`src/codec_dsp_pkg.sv`:
```
/*
 * Shared constants and types of the DSP-mode codec serial port.
 * Assumes a 125 MHz system clock and a 16-bit control register space.
 */
package codec_dsp_pkg;
    localparam int CLK_HZ = 125_000_000;
    localparam int SYNC_START_US = 100;
    localparam int SYNC_START_CYC = SYNC_START_US * (CLK_HZ / 1_000_000);
    localparam int CAL_TIME_US = 100;
    localparam int CAL_CYC = CAL_TIME_US * (CLK_HZ / 1_000_000);
    localparam logic [4:0] XTAL_PRESENT_TICKS = 5'h10;
    localparam int BIT_RATE_HZ = 4_096_000;
    localparam logic [31:0] DDS_MOD_1 = 32'(BIT_RATE_HZ);
    localparam logic [31:0] DDS_MOD_7 = 32'(7 * BIT_RATE_HZ);
    localparam logic [31:0] DDS_MUL_8 = 32'h8;
    localparam logic [31:0] DDS_MUL_10 = 32'hA;
    localparam logic [8:0] IDLE_FRAME_LAST = 9'h1FF;
    localparam logic [8:0] CTRL_OFFSET_LAST = 9'h0FF;
    localparam logic [8:0] SINCE_MAX = 9'h1FF;
    localparam logic [4:0] WORD_BITS = 5'h10;
    localparam logic [4:0] WORD_MSB = 5'h0F;
    localparam logic [4:0] CTRL_HDR_LAST = 5'h07;
    localparam logic [4:0] WORD_LAST = 5'h0F;
    localparam logic [1:0] XTAL_12M = 2'h0;
    localparam logic [1:0] XTAL_32M = 2'h1;
    localparam logic [3:0] DIV_12M = 4'h3;
    localparam logic [3:0] DIV_24M = 4'h6;
    localparam logic [3:0] DIV_32M = 4'h8;
    localparam logic [1:0] SRG_8_7 = 2'h1;
    localparam logic [1:0] SRG_10_7 = 2'h2;
    localparam logic [1:0] MODE_DSP = 2'h0;
    localparam logic [1:0] BANK_1 = 2'h1;
    localparam logic [1:0] BANK_2 = 2'h2;
    localparam logic [6:0] REG_STAT = 7'h3E;
    localparam logic [6:0] REG_RATE = 7'h40;
    localparam logic [6:0] REG_LEVEL = 7'h46;
    localparam logic [6:0] REG_CFG1 = 7'h5C;
    localparam logic [6:0] REG_CFG2 = 7'h5E;
    localparam logic [6:0] REG_BANK_A = 7'h60;
    localparam logic [6:0] REG_BANK_B = 7'h64;
    localparam logic [6:0] REG_VERSION = 7'h7A;
    localparam logic [7:0] STAT_HI_RST = 8'hFF;
    localparam logic [15:0] RATE_RST = 16'h3E80;
    localparam logic [15:0] LEVEL_RST = 16'h8080;
    localparam logic [15:0] CFG1_RST = 16'h18C0;
    localparam logic [15:0] CFG2_RST = 16'h0018;
    localparam logic [15:0] B1_64_RST = 16'h0077;
    localparam logic [15:0] B2_60_RST = 16'h4000;
    localparam logic [15:0] VERSION_ID = 16'h0001; // arbitrary value
    localparam int DAC_POWER_DOWN_BIT = 3; // within the power-down byte
    localparam int ADC_POWER_DOWN_BIT = 2;
    localparam int ADC_CALIBRATE_BIT = 8;
    localparam int BNK_LSB = 13;
    localparam int XTAL_LSB = 10;
    localparam int SRG_LSB = 14;
    localparam logic [7:0] AXI_ADC = 8'h00;
    localparam logic [7:0] AXI_DAC = 8'h04;
    localparam logic [7:0] AXI_STATUS = 8'h08;
    localparam logic [7:0] AXI_FCNT = 8'h0C;
    localparam logic [1:0] RESP_OKAY = 2'h0;
    localparam logic [1:0] RESP_SLVERR = 2'h2;

    typedef struct packed {
        logic bit_clock;
        logic frame_sync;
        logic tx_data;
    } link_out_t;
endpackage

```
`src/codec_dsp_serial_port.sv`:
```
/*
 * DSP-mode serial port of a telephony codec: bit clock and frame sync
 * generation from the crystal input, data and control frames, control
 * registers, calibration timing, and an AXI4-Lite window for samples.
 * Assumes the crystal, mode pins and incoming serial data are asynchronous
 * to aclk and that aclk is well above five times the crystal rate.
 */
// Register access over AXI4-Lite and the placing of the registers are this design's own decisions.
`timescale 1ns/1ps
// Function
// RULE_01 - start-up divider assumes the nominal crystal; 12/32 MHz select by field
// RULE_02 - bit clock starts soon after reset release once crystal ticks arrive
// RULE_03 - frame sync starts about 100 us after the bit clock
// RULE_04 - bit and frame rates follow the crystal until the select field changes
// RULE_05 - one 16-bit word each way in the first 16 bit clocks of a frame
// RULE_06 - one-bit high sync pulse one bit before the first data bit
// RULE_07 - words go most significant bit first
// RULE_08 - outputs change on rising bit clock, inputs sampled on falling
// RULE_09 - data frames send 16-bit ADC words, keep 15 upper bits as DAC data
// RULE_10 - incoming data LSB set requests a control frame next
// RULE_11 - control word: rw, six address bits, byte select, eight data bits
// RULE_12 - outgoing control word: zero high byte, read byte or zero low byte
// RULE_13 - idle frames span 512 bits; bits after 16 sent zero, ignored in
// RULE_14 - control frame starts 256 bits after its data frame, own sync
// RULE_15 - frame rate is sample rate when enabled, 8 kHz when powered down
// RULE_16 - enabled frame jitter under 4 percent, exact average rate
// RULE_17 - rate low byte waits in a latch until the high byte is written
// RULE_18 - reading the rate register returns the latch contents
// RULE_19 - extended registers reached only through the bank select field
// RULE_20 - controller sets crystal select before enabling the codec
// RULE_21 - controller leaves rate, source and gain alone during calibration
// RULE_22 - calibration starts on ADC enable or writing one to calibrate bit
// RULE_23 - serial mode pins latched at first reset release after power-up
// RULE_24 - calibrate bit reads one while busy, clears itself when done
module codec_dsp_serial_port #(
    parameter int SYNC_START_CYCLES = codec_dsp_pkg::SYNC_START_CYC,
    parameter int CAL_CYCLES = codec_dsp_pkg::CAL_CYC
) (
    input wire logic aclk,
    input wire logic aresetn,
    input wire logic por_n,
    input wire logic crystal_clock_input,
    input wire logic [1:0] mode_select,
    input wire logic link_rx_data,
    output codec_dsp_pkg::link_out_t link_out,
    output logic crystal_drive_output,
    input wire logic [7:0] s_axi_awaddr,
    input wire logic [2:0] s_axi_awprot,
    input wire logic s_axi_awvalid,
    output logic s_axi_awready,
    input wire logic [31:0] s_axi_wdata,
    input wire logic [3:0] s_axi_wstrb,
    input wire logic s_axi_wvalid,
    output logic s_axi_wready,
    output logic [1:0] s_axi_bresp,
    output logic s_axi_bvalid,
    input wire logic s_axi_bready,
    input wire logic [7:0] s_axi_araddr,
    input wire logic [2:0] s_axi_arprot,
    input wire logic s_axi_arvalid,
    output logic s_axi_arready,
    output logic [31:0] s_axi_rdata,
    output logic [1:0] s_axi_rresp,
    output logic s_axi_rvalid,
    input wire logic s_axi_rready
);
    import codec_dsp_pkg::*;

    typedef struct packed {
        logic [2:0] xs;
        logic xl;
        logic [2:0] ds;
        logic dl;
        logic [1:0] m1;
        logic [1:0] m2;
        logic [1:0] m3;
        logic [1:0] ml;
        logic locked;
        logic dsp;
        logic [4:0] seen;
        logic brun;
        logic [3:0] div;
        logic bclk;
        logic [15:0] swait;
        logic srun;
        logic [8:0] idle;
        logic [31:0] acc;
        logic [8:0] since;
        logic pend;
        logic sync;
        logic ctl;
        logic [4:0] txi;
        logic [15:0] txw;
        logic txb;
        logic [4:0] rxc;
        logic [15:0] rxw;
        logic [7:0] pdn;
        logic [7:0] rate_lo;
        logic [15:0] rate;
        logic [15:0] level;
        logic [15:0] cfg1;
        logic [15:0] cfg2;
        logic [15:0] b1_60;
        logic [15:0] b1_64;
        logic [15:0] b2_60;
        logic [15:0] calc;
        logic awg;
        logic wg;
        logic [7:0] awa;
        logic [31:0] wd;
        logic [3:0] ws;
        logic bv;
        logic [1:0] br;
        logic rv;
        logic [31:0] rd;
        logic [1:0] rr;
        logic [15:0] adc;
        logic [15:0] dac;
        logic [15:0] fcnt;
    } state_t;

    state_t st;
    state_t next_st;
    logic xtick;
    logic rise;
    logic fall;
    logic due_d;
    logic due_c;
    logic codec_en;
    logic wr_now;
    logic bsel;
    logic cal_start;
    logic [3:0] dn;
    logic [3:0] half;
    logic [3:0] nd;
    logic [31:0] inc;
    logic [31:0] mdl;
    logic [31:0] sum;
    logic [15:0] w16;
    logic [15:0] rbyte;
    logic [6:0] wa;
    logic [7:0] wbyte;

    // crystal divide ratio for one bit clock
    function automatic logic [3:0] div_of(input logic [1:0] code);
        case (code)
            XTAL_12M: div_of = DIV_12M;
            XTAL_32M: div_of = DIV_32M;
            default: div_of = DIV_24M;
        endcase
    endfunction

    // byte merge into a 16-bit register
    function automatic logic [15:0] put_byte(input logic [15:0] old, input logic hi,
                                             input logic [7:0] b);
        put_byte = hi ? {b, old[7:0]} : {old[15:8], b};
    endfunction

    // control register read map
    function automatic logic [15:0] reg_read(input state_t s, input logic [6:0] a);
        logic [1:0] bank;
        bank = s.cfg1[BNK_LSB+:2];
        reg_read = 16'h0000;
        case (a)
            REG_STAT: reg_read = {s.pdn, 4'h0, ~s.pdn[3:0]};
            REG_RATE: reg_read = {s.rate[15:8], s.rate_lo}; // [RULE_18]
            REG_LEVEL: reg_read = s.level;
            REG_CFG1: reg_read = s.cfg1;
            REG_CFG2: reg_read = s.cfg2;
            REG_BANK_A: begin
                if (bank == BANK_1) begin
                    reg_read = s.b1_60; // [RULE_19]
                end else if (bank == BANK_2) begin
                    reg_read = s.b2_60;
                end
            end
            REG_BANK_B: begin
                if (bank == BANK_1) begin
                    reg_read = s.b1_64;
                end
            end
            REG_VERSION: reg_read = VERSION_ID;
            default: reg_read = 16'h0000;
        endcase
    endfunction

    // handshake readies straight from state
    assign s_axi_awready = !st.awg && !st.bv;
    assign s_axi_wready = !st.wg && !st.bv;
    assign s_axi_arready = !st.rv;
    assign s_axi_bvalid = st.bv;
    assign s_axi_bresp = st.br;
    assign s_axi_rvalid = st.rv;
    assign s_axi_rdata = st.rd;
    assign s_axi_rresp = st.rr;
    assign link_out.bit_clock = st.bclk;
    assign link_out.frame_sync = st.sync;
    assign link_out.tx_data = st.txb;
    assign crystal_drive_output = ~st.xl;

    // whole next-state computation
    always_comb begin
        next_st = st;
        due_d = 1'b0;
        due_c = 1'b0;
        wr_now = 1'b0;
        bsel = 1'b0;
        cal_start = 1'b0;
        wa = 7'h00;
        wbyte = 8'h00;
        w16 = {st.rxw[14:0], st.dl};
        rbyte = reg_read(st, {w16[6:1], 1'b0});
        codec_en = !st.pdn[DAC_POWER_DOWN_BIT] || !st.pdn[ADC_POWER_DOWN_BIT];

        // three-stage synchronisers, value accepted when stages two and three agree
        next_st.xs = {st.xs[1:0], crystal_clock_input};
        next_st.ds = {st.ds[1:0], link_rx_data};
        next_st.m1 = mode_select;
        next_st.m2 = st.m1;
        next_st.m3 = st.m2;
        if (st.xs[1] == st.xs[2]) begin
            next_st.xl = st.xs[2];
        end
        if (st.ds[1] == st.ds[2]) begin
            next_st.dl = st.ds[2];
        end
        if (st.m2 == st.m3) begin
            next_st.ml = st.m3;
        end
        xtick = !st.xl && next_st.xl;

        // mode pins caught once, at the first cycle out of reset
        if (!st.locked) begin
            next_st.locked = 1'b1; // [RULE_23]
            next_st.dsp = (st.ml == MODE_DSP);
        end

        // start-up: wait for crystal ticks, then run the divider
        if (st.dsp && !st.brun && xtick) begin
            next_st.seen = 5'(st.seen + 5'h01);
            if (st.seen == XTAL_PRESENT_TICKS) begin
                next_st.brun = 1'b1; // [RULE_02]
            end
        end
        // divider follows the select field, so a wrong crystal scales the rates
        dn = div_of(st.cfg1[XTAL_LSB+:2]); // [RULE_01] [RULE_04]
        half = 4'((dn + 4'h1) >> 1);
        nd = (4'(st.div + 4'h1) >= dn) ? 4'h0 : 4'(st.div + 4'h1);
        rise = st.brun && xtick && (nd == 4'h0);
        fall = st.brun && xtick && (nd == half);
        if (st.brun && xtick) begin
            next_st.div = nd;
            next_st.bclk = (nd < half);
        end
        if (st.brun && !st.srun) begin
            next_st.swait = 16'(st.swait + 16'h0001);
            if (st.swait == 16'(SYNC_START_CYCLES - 1)) begin
                next_st.srun = 1'b1; // [RULE_03]
            end
        end

        // frame timing: phase accumulator keeps the average rate exact
        case (st.rate[SRG_LSB+:2])
            SRG_8_7: begin
                inc = 32'(st.rate[13:0]) * DDS_MUL_8;
                mdl = DDS_MOD_7;
            end
            SRG_10_7: begin
                inc = 32'(st.rate[13:0]) * DDS_MUL_10;
                mdl = DDS_MOD_7;
            end
            default: begin
                inc = 32'(st.rate[13:0]);
                mdl = DDS_MOD_1;
            end
        endcase
        sum = st.acc + inc;
        if (st.srun && rise) begin
            if (codec_en) begin
                next_st.idle = 9'h000;
                // at most one bit of jitter against hundreds per frame
                if (sum >= mdl) begin
                    next_st.acc = sum - mdl; // [RULE_15] [RULE_16]
                    due_d = 1'b1;
                end else begin
                    next_st.acc = sum;
                end
            end else begin
                next_st.acc = 32'h0000_0000;
                due_d = (st.idle == IDLE_FRAME_LAST); // [RULE_13] [RULE_15]
                next_st.idle = due_d ? 9'h000 : 9'(st.idle + 9'h001);
            end
            // a data frame landing on the control slot wins; spacing stays put
            due_c = !due_d && st.pend && (st.since == CTRL_OFFSET_LAST); // [RULE_14]
            if (due_d) begin
                next_st.since = 9'h000;
                next_st.fcnt = 16'(st.fcnt + 16'h0001);
            end else if (st.since != SINCE_MAX) begin
                next_st.since = 9'(st.since + 9'h001);
            end
            if (due_d || due_c) begin
                next_st.sync = 1'b1; // [RULE_06]
                next_st.ctl = due_c;
                next_st.pend = 1'b0;
                next_st.txi = 5'h00;
                next_st.rxc = 5'h00;
                next_st.txw = due_c ? 16'h0000 : st.adc; // [RULE_09] [RULE_12]
                next_st.txb = 1'b0;
            end else begin
                next_st.sync = 1'b0;
                if (st.txi < WORD_BITS) begin
                    next_st.txb = st.txw[4'(WORD_MSB - st.txi)]; // [RULE_05] [RULE_07] [RULE_08]
                    next_st.txi = 5'(st.txi + 5'h01);
                end else begin
                    next_st.txb = 1'b0; // [RULE_13]
                end
            end
        end

        // receive on falling edges, skipping the sync bit itself
        if (st.srun && fall && st.txi != 5'h00 && st.rxc < WORD_BITS) begin
            next_st.rxw = w16; // [RULE_08] [RULE_05]
            next_st.rxc = 5'(st.rxc + 5'h01);
            // read byte must be ready before the low half goes out
            if (st.ctl && st.rxc == CTRL_HDR_LAST && w16[7]) begin
                next_st.txw[7:0] = w16[0] ? rbyte[15:8] : rbyte[7:0]; // [RULE_11] [RULE_12]
            end
            if (st.rxc == WORD_LAST) begin
                if (!st.ctl) begin
                    next_st.dac = {w16[15:1], 1'b0}; // [RULE_09]
                    next_st.pend = w16[0]; // [RULE_10]
                end else if (!w16[15]) begin
                    wr_now = 1'b1; // [RULE_11]
                    wa = {w16[14:9], 1'b0};
                    bsel = w16[8];
                    wbyte = w16[7:0];
                end
            end
        end

        // control register writes, one byte each
        if (wr_now) begin
            case (wa)
                REG_STAT: begin
                    if (bsel) begin
                        next_st.pdn = wbyte;
                        cal_start = st.pdn[ADC_POWER_DOWN_BIT] && !wbyte[ADC_POWER_DOWN_BIT]; // [RULE_22]
                    end
                end
                REG_RATE: begin
                    if (bsel) begin
                        next_st.rate = {wbyte, st.rate_lo}; // [RULE_17]
                    end else begin
                        next_st.rate_lo = wbyte; // [RULE_17]
                    end
                end
                REG_LEVEL: next_st.level = put_byte(st.level, bsel, wbyte);
                REG_CFG1: begin
                    next_st.cfg1 = put_byte(st.cfg1, bsel, wbyte);
                    next_st.cfg1[ADC_CALIBRATE_BIT] = st.cfg1[ADC_CALIBRATE_BIT];
                    cal_start = bsel && wbyte[ADC_CALIBRATE_BIT - 8]; // [RULE_22]
                end
                REG_CFG2: next_st.cfg2 = put_byte(st.cfg2, bsel, wbyte);
                REG_BANK_A: begin
                    if (st.cfg1[BNK_LSB+:2] == BANK_1) begin
                        next_st.b1_60 = put_byte(st.b1_60, bsel, wbyte); // [RULE_19]
                    end else if (st.cfg1[BNK_LSB+:2] == BANK_2) begin
                        next_st.b2_60 = put_byte(st.b2_60, bsel, wbyte);
                    end
                end
                REG_BANK_B: begin
                    if (st.cfg1[BNK_LSB+:2] == BANK_1) begin
                        next_st.b1_64 = put_byte(st.b1_64, bsel, wbyte);
                    end
                end
                default: begin
                end
            endcase
        end

        // calibration timer; a new start wins over completion
        if (st.cfg1[ADC_CALIBRATE_BIT]) begin
            if (st.calc <= 16'h0001) begin
                next_st.cfg1[ADC_CALIBRATE_BIT] = 1'b0; // [RULE_24]
            end else begin
                next_st.calc = 16'(st.calc - 16'h0001);
            end
        end
        if (cal_start) begin
            next_st.cfg1[ADC_CALIBRATE_BIT] = 1'b1; // [RULE_22] [RULE_24]
            next_st.calc = 16'(CAL_CYCLES);
        end

        // axi4-lite write: address and data in either order
        if (s_axi_awvalid && s_axi_awready) begin
            next_st.awg = 1'b1;
            next_st.awa = s_axi_awaddr;
        end
        if (s_axi_wvalid && s_axi_wready) begin
            next_st.wg = 1'b1;
            next_st.wd = s_axi_wdata;
            next_st.ws = s_axi_wstrb;
        end
        if (st.awg && st.wg) begin
            next_st.awg = 1'b0;
            next_st.wg = 1'b0;
            next_st.bv = 1'b1;
            next_st.br = RESP_OKAY;
            case (st.awa)
                AXI_ADC: begin
                    if (st.ws[0]) begin
                        next_st.adc[7:0] = st.wd[7:0];
                    end
                    if (st.ws[1]) begin
                        next_st.adc[15:8] = st.wd[15:8];
                    end
                end
                AXI_DAC, AXI_STATUS, AXI_FCNT: begin
                end
                default: next_st.br = RESP_SLVERR;
            endcase
        end
        if (st.bv && s_axi_bready) begin
            next_st.bv = 1'b0;
        end
        // axi4-lite read
        if (s_axi_arvalid && s_axi_arready) begin
            next_st.rv = 1'b1;
            next_st.rr = RESP_OKAY;
            case (s_axi_araddr)
                AXI_ADC: next_st.rd = {16'h0000, st.adc};
                AXI_DAC: next_st.rd = {16'h0000, st.dac};
                AXI_STATUS: next_st.rd = {26'h0000000, st.pend, st.cfg1[ADC_CALIBRATE_BIT],
                                          codec_en, st.srun, st.brun, st.dsp};
                AXI_FCNT: next_st.rd = {16'h0000, st.fcnt};
                default: begin
                    next_st.rd = 32'h0000_0000;
                    next_st.rr = RESP_SLVERR;
                end
            endcase
        end
        if (st.rv && s_axi_rready) begin
            next_st.rv = 1'b0;
        end

        // reset: mode latch survives everything but power-on reset
        if (!aresetn || !por_n) begin
            next_st = '0;
            next_st.m1 = mode_select;
            next_st.m2 = st.m1;
            next_st.m3 = st.m2;
            next_st.ml = (st.m2 == st.m3) ? st.m3 : st.ml;
            next_st.locked = por_n && st.locked;
            next_st.dsp = por_n && st.dsp;
            next_st.txi = WORD_BITS;
            next_st.rxc = WORD_BITS;
            next_st.pdn = STAT_HI_RST;
            next_st.rate = RATE_RST;
            next_st.rate_lo = RATE_RST[7:0];
            next_st.level = LEVEL_RST;
            next_st.cfg1 = CFG1_RST;
            next_st.cfg2 = CFG2_RST;
            next_st.b1_64 = B1_64_RST;
            next_st.b2_60 = B2_60_RST;
        end
    end

    // single state register
    always_ff @(posedge aclk) begin
        st <= next_st;
    end
endmodule

```
`config.mk`:
```
export PLATFORM = sky130hd
export DESIGN_NAME = codec_dsp_serial_port
export DESIGN_NICKNAME = d
export VERILOG_FILES = /design/src/codec_dsp_pkg.sv /design/src/codec_dsp_serial_port.sv
export SDC_FILE = /design/constraint.sdc
export NUM_CORES = 1
export LEC_CHECK = 0
export BUFFER_PORTS_ARGS = -buffer_cell sky130_fd_sc_hd__buf_2
export CORE_ASPECT_RATIO = 1.5
export CORE_MARGIN = 2
export CORE_UTILIZATION = 40
export CTS_CLUSTER_DIAMETER = 200
export DETAILED_ROUTE_END_ITERATION = 10
export SLEW_MARGIN = 40
export SYNTH_ARGS = -nofsm -noshare
export SYNTH_HDL_FRONTEND = slang
export SYNTH_SLANG_ARGS = --single-unit
```
`constraint.sdc`:
```
create_clock -name aclk -period 6.7 [get_ports aclk]
set_clock_uncertainty 0.1 [all_clocks]
set_input_delay 1.34 -clock aclk [delete_from_list [all_inputs] [get_ports aclk]]
set_output_delay 1.34 -clock aclk [all_outputs]
set_load 0.005 [all_outputs]
```
==> reports/qor.yml <==
status: "finished clean"
r2r_setup_slack_ps: 10
cts_hold_buf: 0
fmax_mhz: 150
syn_area_um2: 19300
crit_type: "reg -> reg"
fin_tns_setup_ps: 0
htreeDepth: 2
arrival_ps: 7070
grt_remaining_overflow: 0
areaGrowthSynthToFinish_pct: 17.2
die_width_um: 183
yosys_warnings: 0
ctsRootBufferMaster: "clkbuf_16"
cts_buffer_depth: 3
die-height_um: 273
grt_use_met3_pct: 2.15
slew_headroom_pct: 36.5
met1_usage_pct: 23.4
drive_above_1_share_pct: 17.1
power_density_nw_per_um2: 204
port_buffers: 72
critPathMaxStageDelay_ps: 390
ios: 115
hp-class: "reg -> reg"
numCtsBuffers: 39
drt_pass1_iterations: 6
cp-end-kind: "register"
start_util_pct: 40.4
timing.final.crit_period_ps: 6690
antenna_found_initial: 0
ant_nets: 0
fp.dieArea_um2: 50000
synth_cells: 2289
grt_max_degree: 96
grt_pass1_wl_mm: 83.9
maxCapViolCount: 0
met2_usage_pct: 38.1
wl_per_cell_um: 17.5
utilization_pct: 47.4
syn_area_per_cell_um2: 8.42
final_area_um2: 22600
ys_top_cells_by_area: "dfxtp_1, mux2i_1, nand2_1, nor2_1, ha_1"
synth_cell_types: 91
hpwl_mm: 37.6
finalPower_mw: 4.61
rsz0062_at_grt: "yes"
synth_top_area_share_pct: 39.1
routed_wirelength_mm: 52.8
nets: 2540
critPathSlowestCell: "a311oi_4"
gr-max-usage-layer: "met2"
mostFrequentLayoutCells: "dfxtp_1, nand2_1, nor2_1, a21oi_1"
clkSinkCount: 380
clkLatencyLatePin_ps: 560
dr_total_vias: 16600
cts_tree: "built"
final_common_cell: "dfxtp_1"
rows: 98
critPathMaxFanout: 8
crit_path_start_kind: "register"
first_global_vias: 16300
regArea_um2: 7640
p_leak_nw: 8.61
ys_seq_area_share_pct: 39.6
setup_viol: 0
vias_per_cell: 5.50
gp_congestion: 0.877
tightest_slew_ps: 946
fp.coreArea_um2: 47700
grt_usage_pct: 20.7
worstPathRequired_ps: 7080
diodes: 0
cpMostUsedCell: "a21oi_2"
period_share_pct: 99.8
fill_cells: 4563
route.detailed.drc: 0
multiInputGateArea_um2: 11000
dr.first_iter.drc_count: 1037
synth_edf_count: 3
vdd_ir_drop_max_mv: 0.226
synth_top_area_cell: "dfxtp_1"
ys_ff_latch: 380
finalHoldViolCount: 0
clkTransAtPathRegs_ps: 60
drv_slew: 0
place_area_um2: 20700
async_reset_ff_share_pct: 0
synth_flop_cell: "dfxtp_1"
[worst max-delay path, delay by kind of cell, from the launching register on]
| kind | cells | cell delay [ps] |
|---|---|---|
| mux | 1 | 220 |
| fa+ha+maj | 5 | 1400 |
| buf+inv | 2 | 300 |
| simple gates | 9 | 1220 |
| flops | 1 | 330 |
| compound gates | 16 | 3040 |
[layout make-up]
cell class	count	area share, %
multi-input combinational	1688	48.8
clock inverter	16	0.720
inverter	58	0.963
tap	600	3.32
timing repair buffer	228	7.17
sequential	380	33.8
clock buffer	54	5.20
[cells by family after synthesis]
family | share of synthesized area, %
mux | 8.76
xor+xnor | 4.98
other cells | 0.0195
simple gates | 20.3
flops | 39.6
buf+inv | 5.61
fa+ha+maj | 4.98
compound gates | 15.7
[synth_stat cells, drive strengths merged, types with 16 or more instances]
master,instances
a22oi,45
mux2i,144
xnor2,56
buf,64
nand2,306
nor4,18
clkbuf,116
xor2,52
nand2b,16
nand3,103
inv,58
o211ai,17
ha,72
nand4,24
nor3,38
dfxtp,377
nor2,264
a21oi,162
o21ai,125
and3,26
[stage by stage]
step	std cells	setup WS [ps]	hold WS (ps)
3_3_place_gp	2929	-483	215
4_1_cts	3005	1.26	231
6_report	3024	13.6	229
5_1_grt	3024	-376	240
2_1_floorplan	2306	25.8	210
3_5_place_dp	2931	-560	215
[registers in the layout, indices dropped and copies added, names as in the netlist]
signal,cells
st,357
s_axi_rresp,1
s_axi_rdata,16
link_out,3
s_axi_bresp,1
s_axi_bvalid,1
s_axi_rvalid,1
[worst paths after layout]
check,startpoint,end,depth (start not counted)
worst max-delay path,st[245]$_SDFFE_PN0P_,st[8]$_SDFFE_PN0P_,33
worst min-delay path,st[409]$_DFF_P_,st[407]$_DFF_P_,0
worst max register to register,st[245]$_SDFFE_PN0P_,st[8]$_SDFFE_PN0P_,33
worst min register to register,st[409]$_DFF_P_,st[407]$_DFF_P_,0
[routing by layer]
metal	vias up	routed length (µm)
li1	8201	-
met1	7880	21100
met2	407	26800
met3	147	1940
met4	0	2910
met5	-	0
[power by group]
group / internal [mW] / switching, mW
combinational: 0.0270 / 0.0711
clock: 1.28 / 0.955
sequential: 2.27 / 0.00568
[repair_timing]
item	4_1_cts	5_1_grt
setup buffers	4	18
pin swaps	23	38
hold endpoints to repair	0	0
endpoints found under the setup margin	70	71
gates cloned	0	1
gates resized for setup	26	60
(Power assumes the default switching activity.)
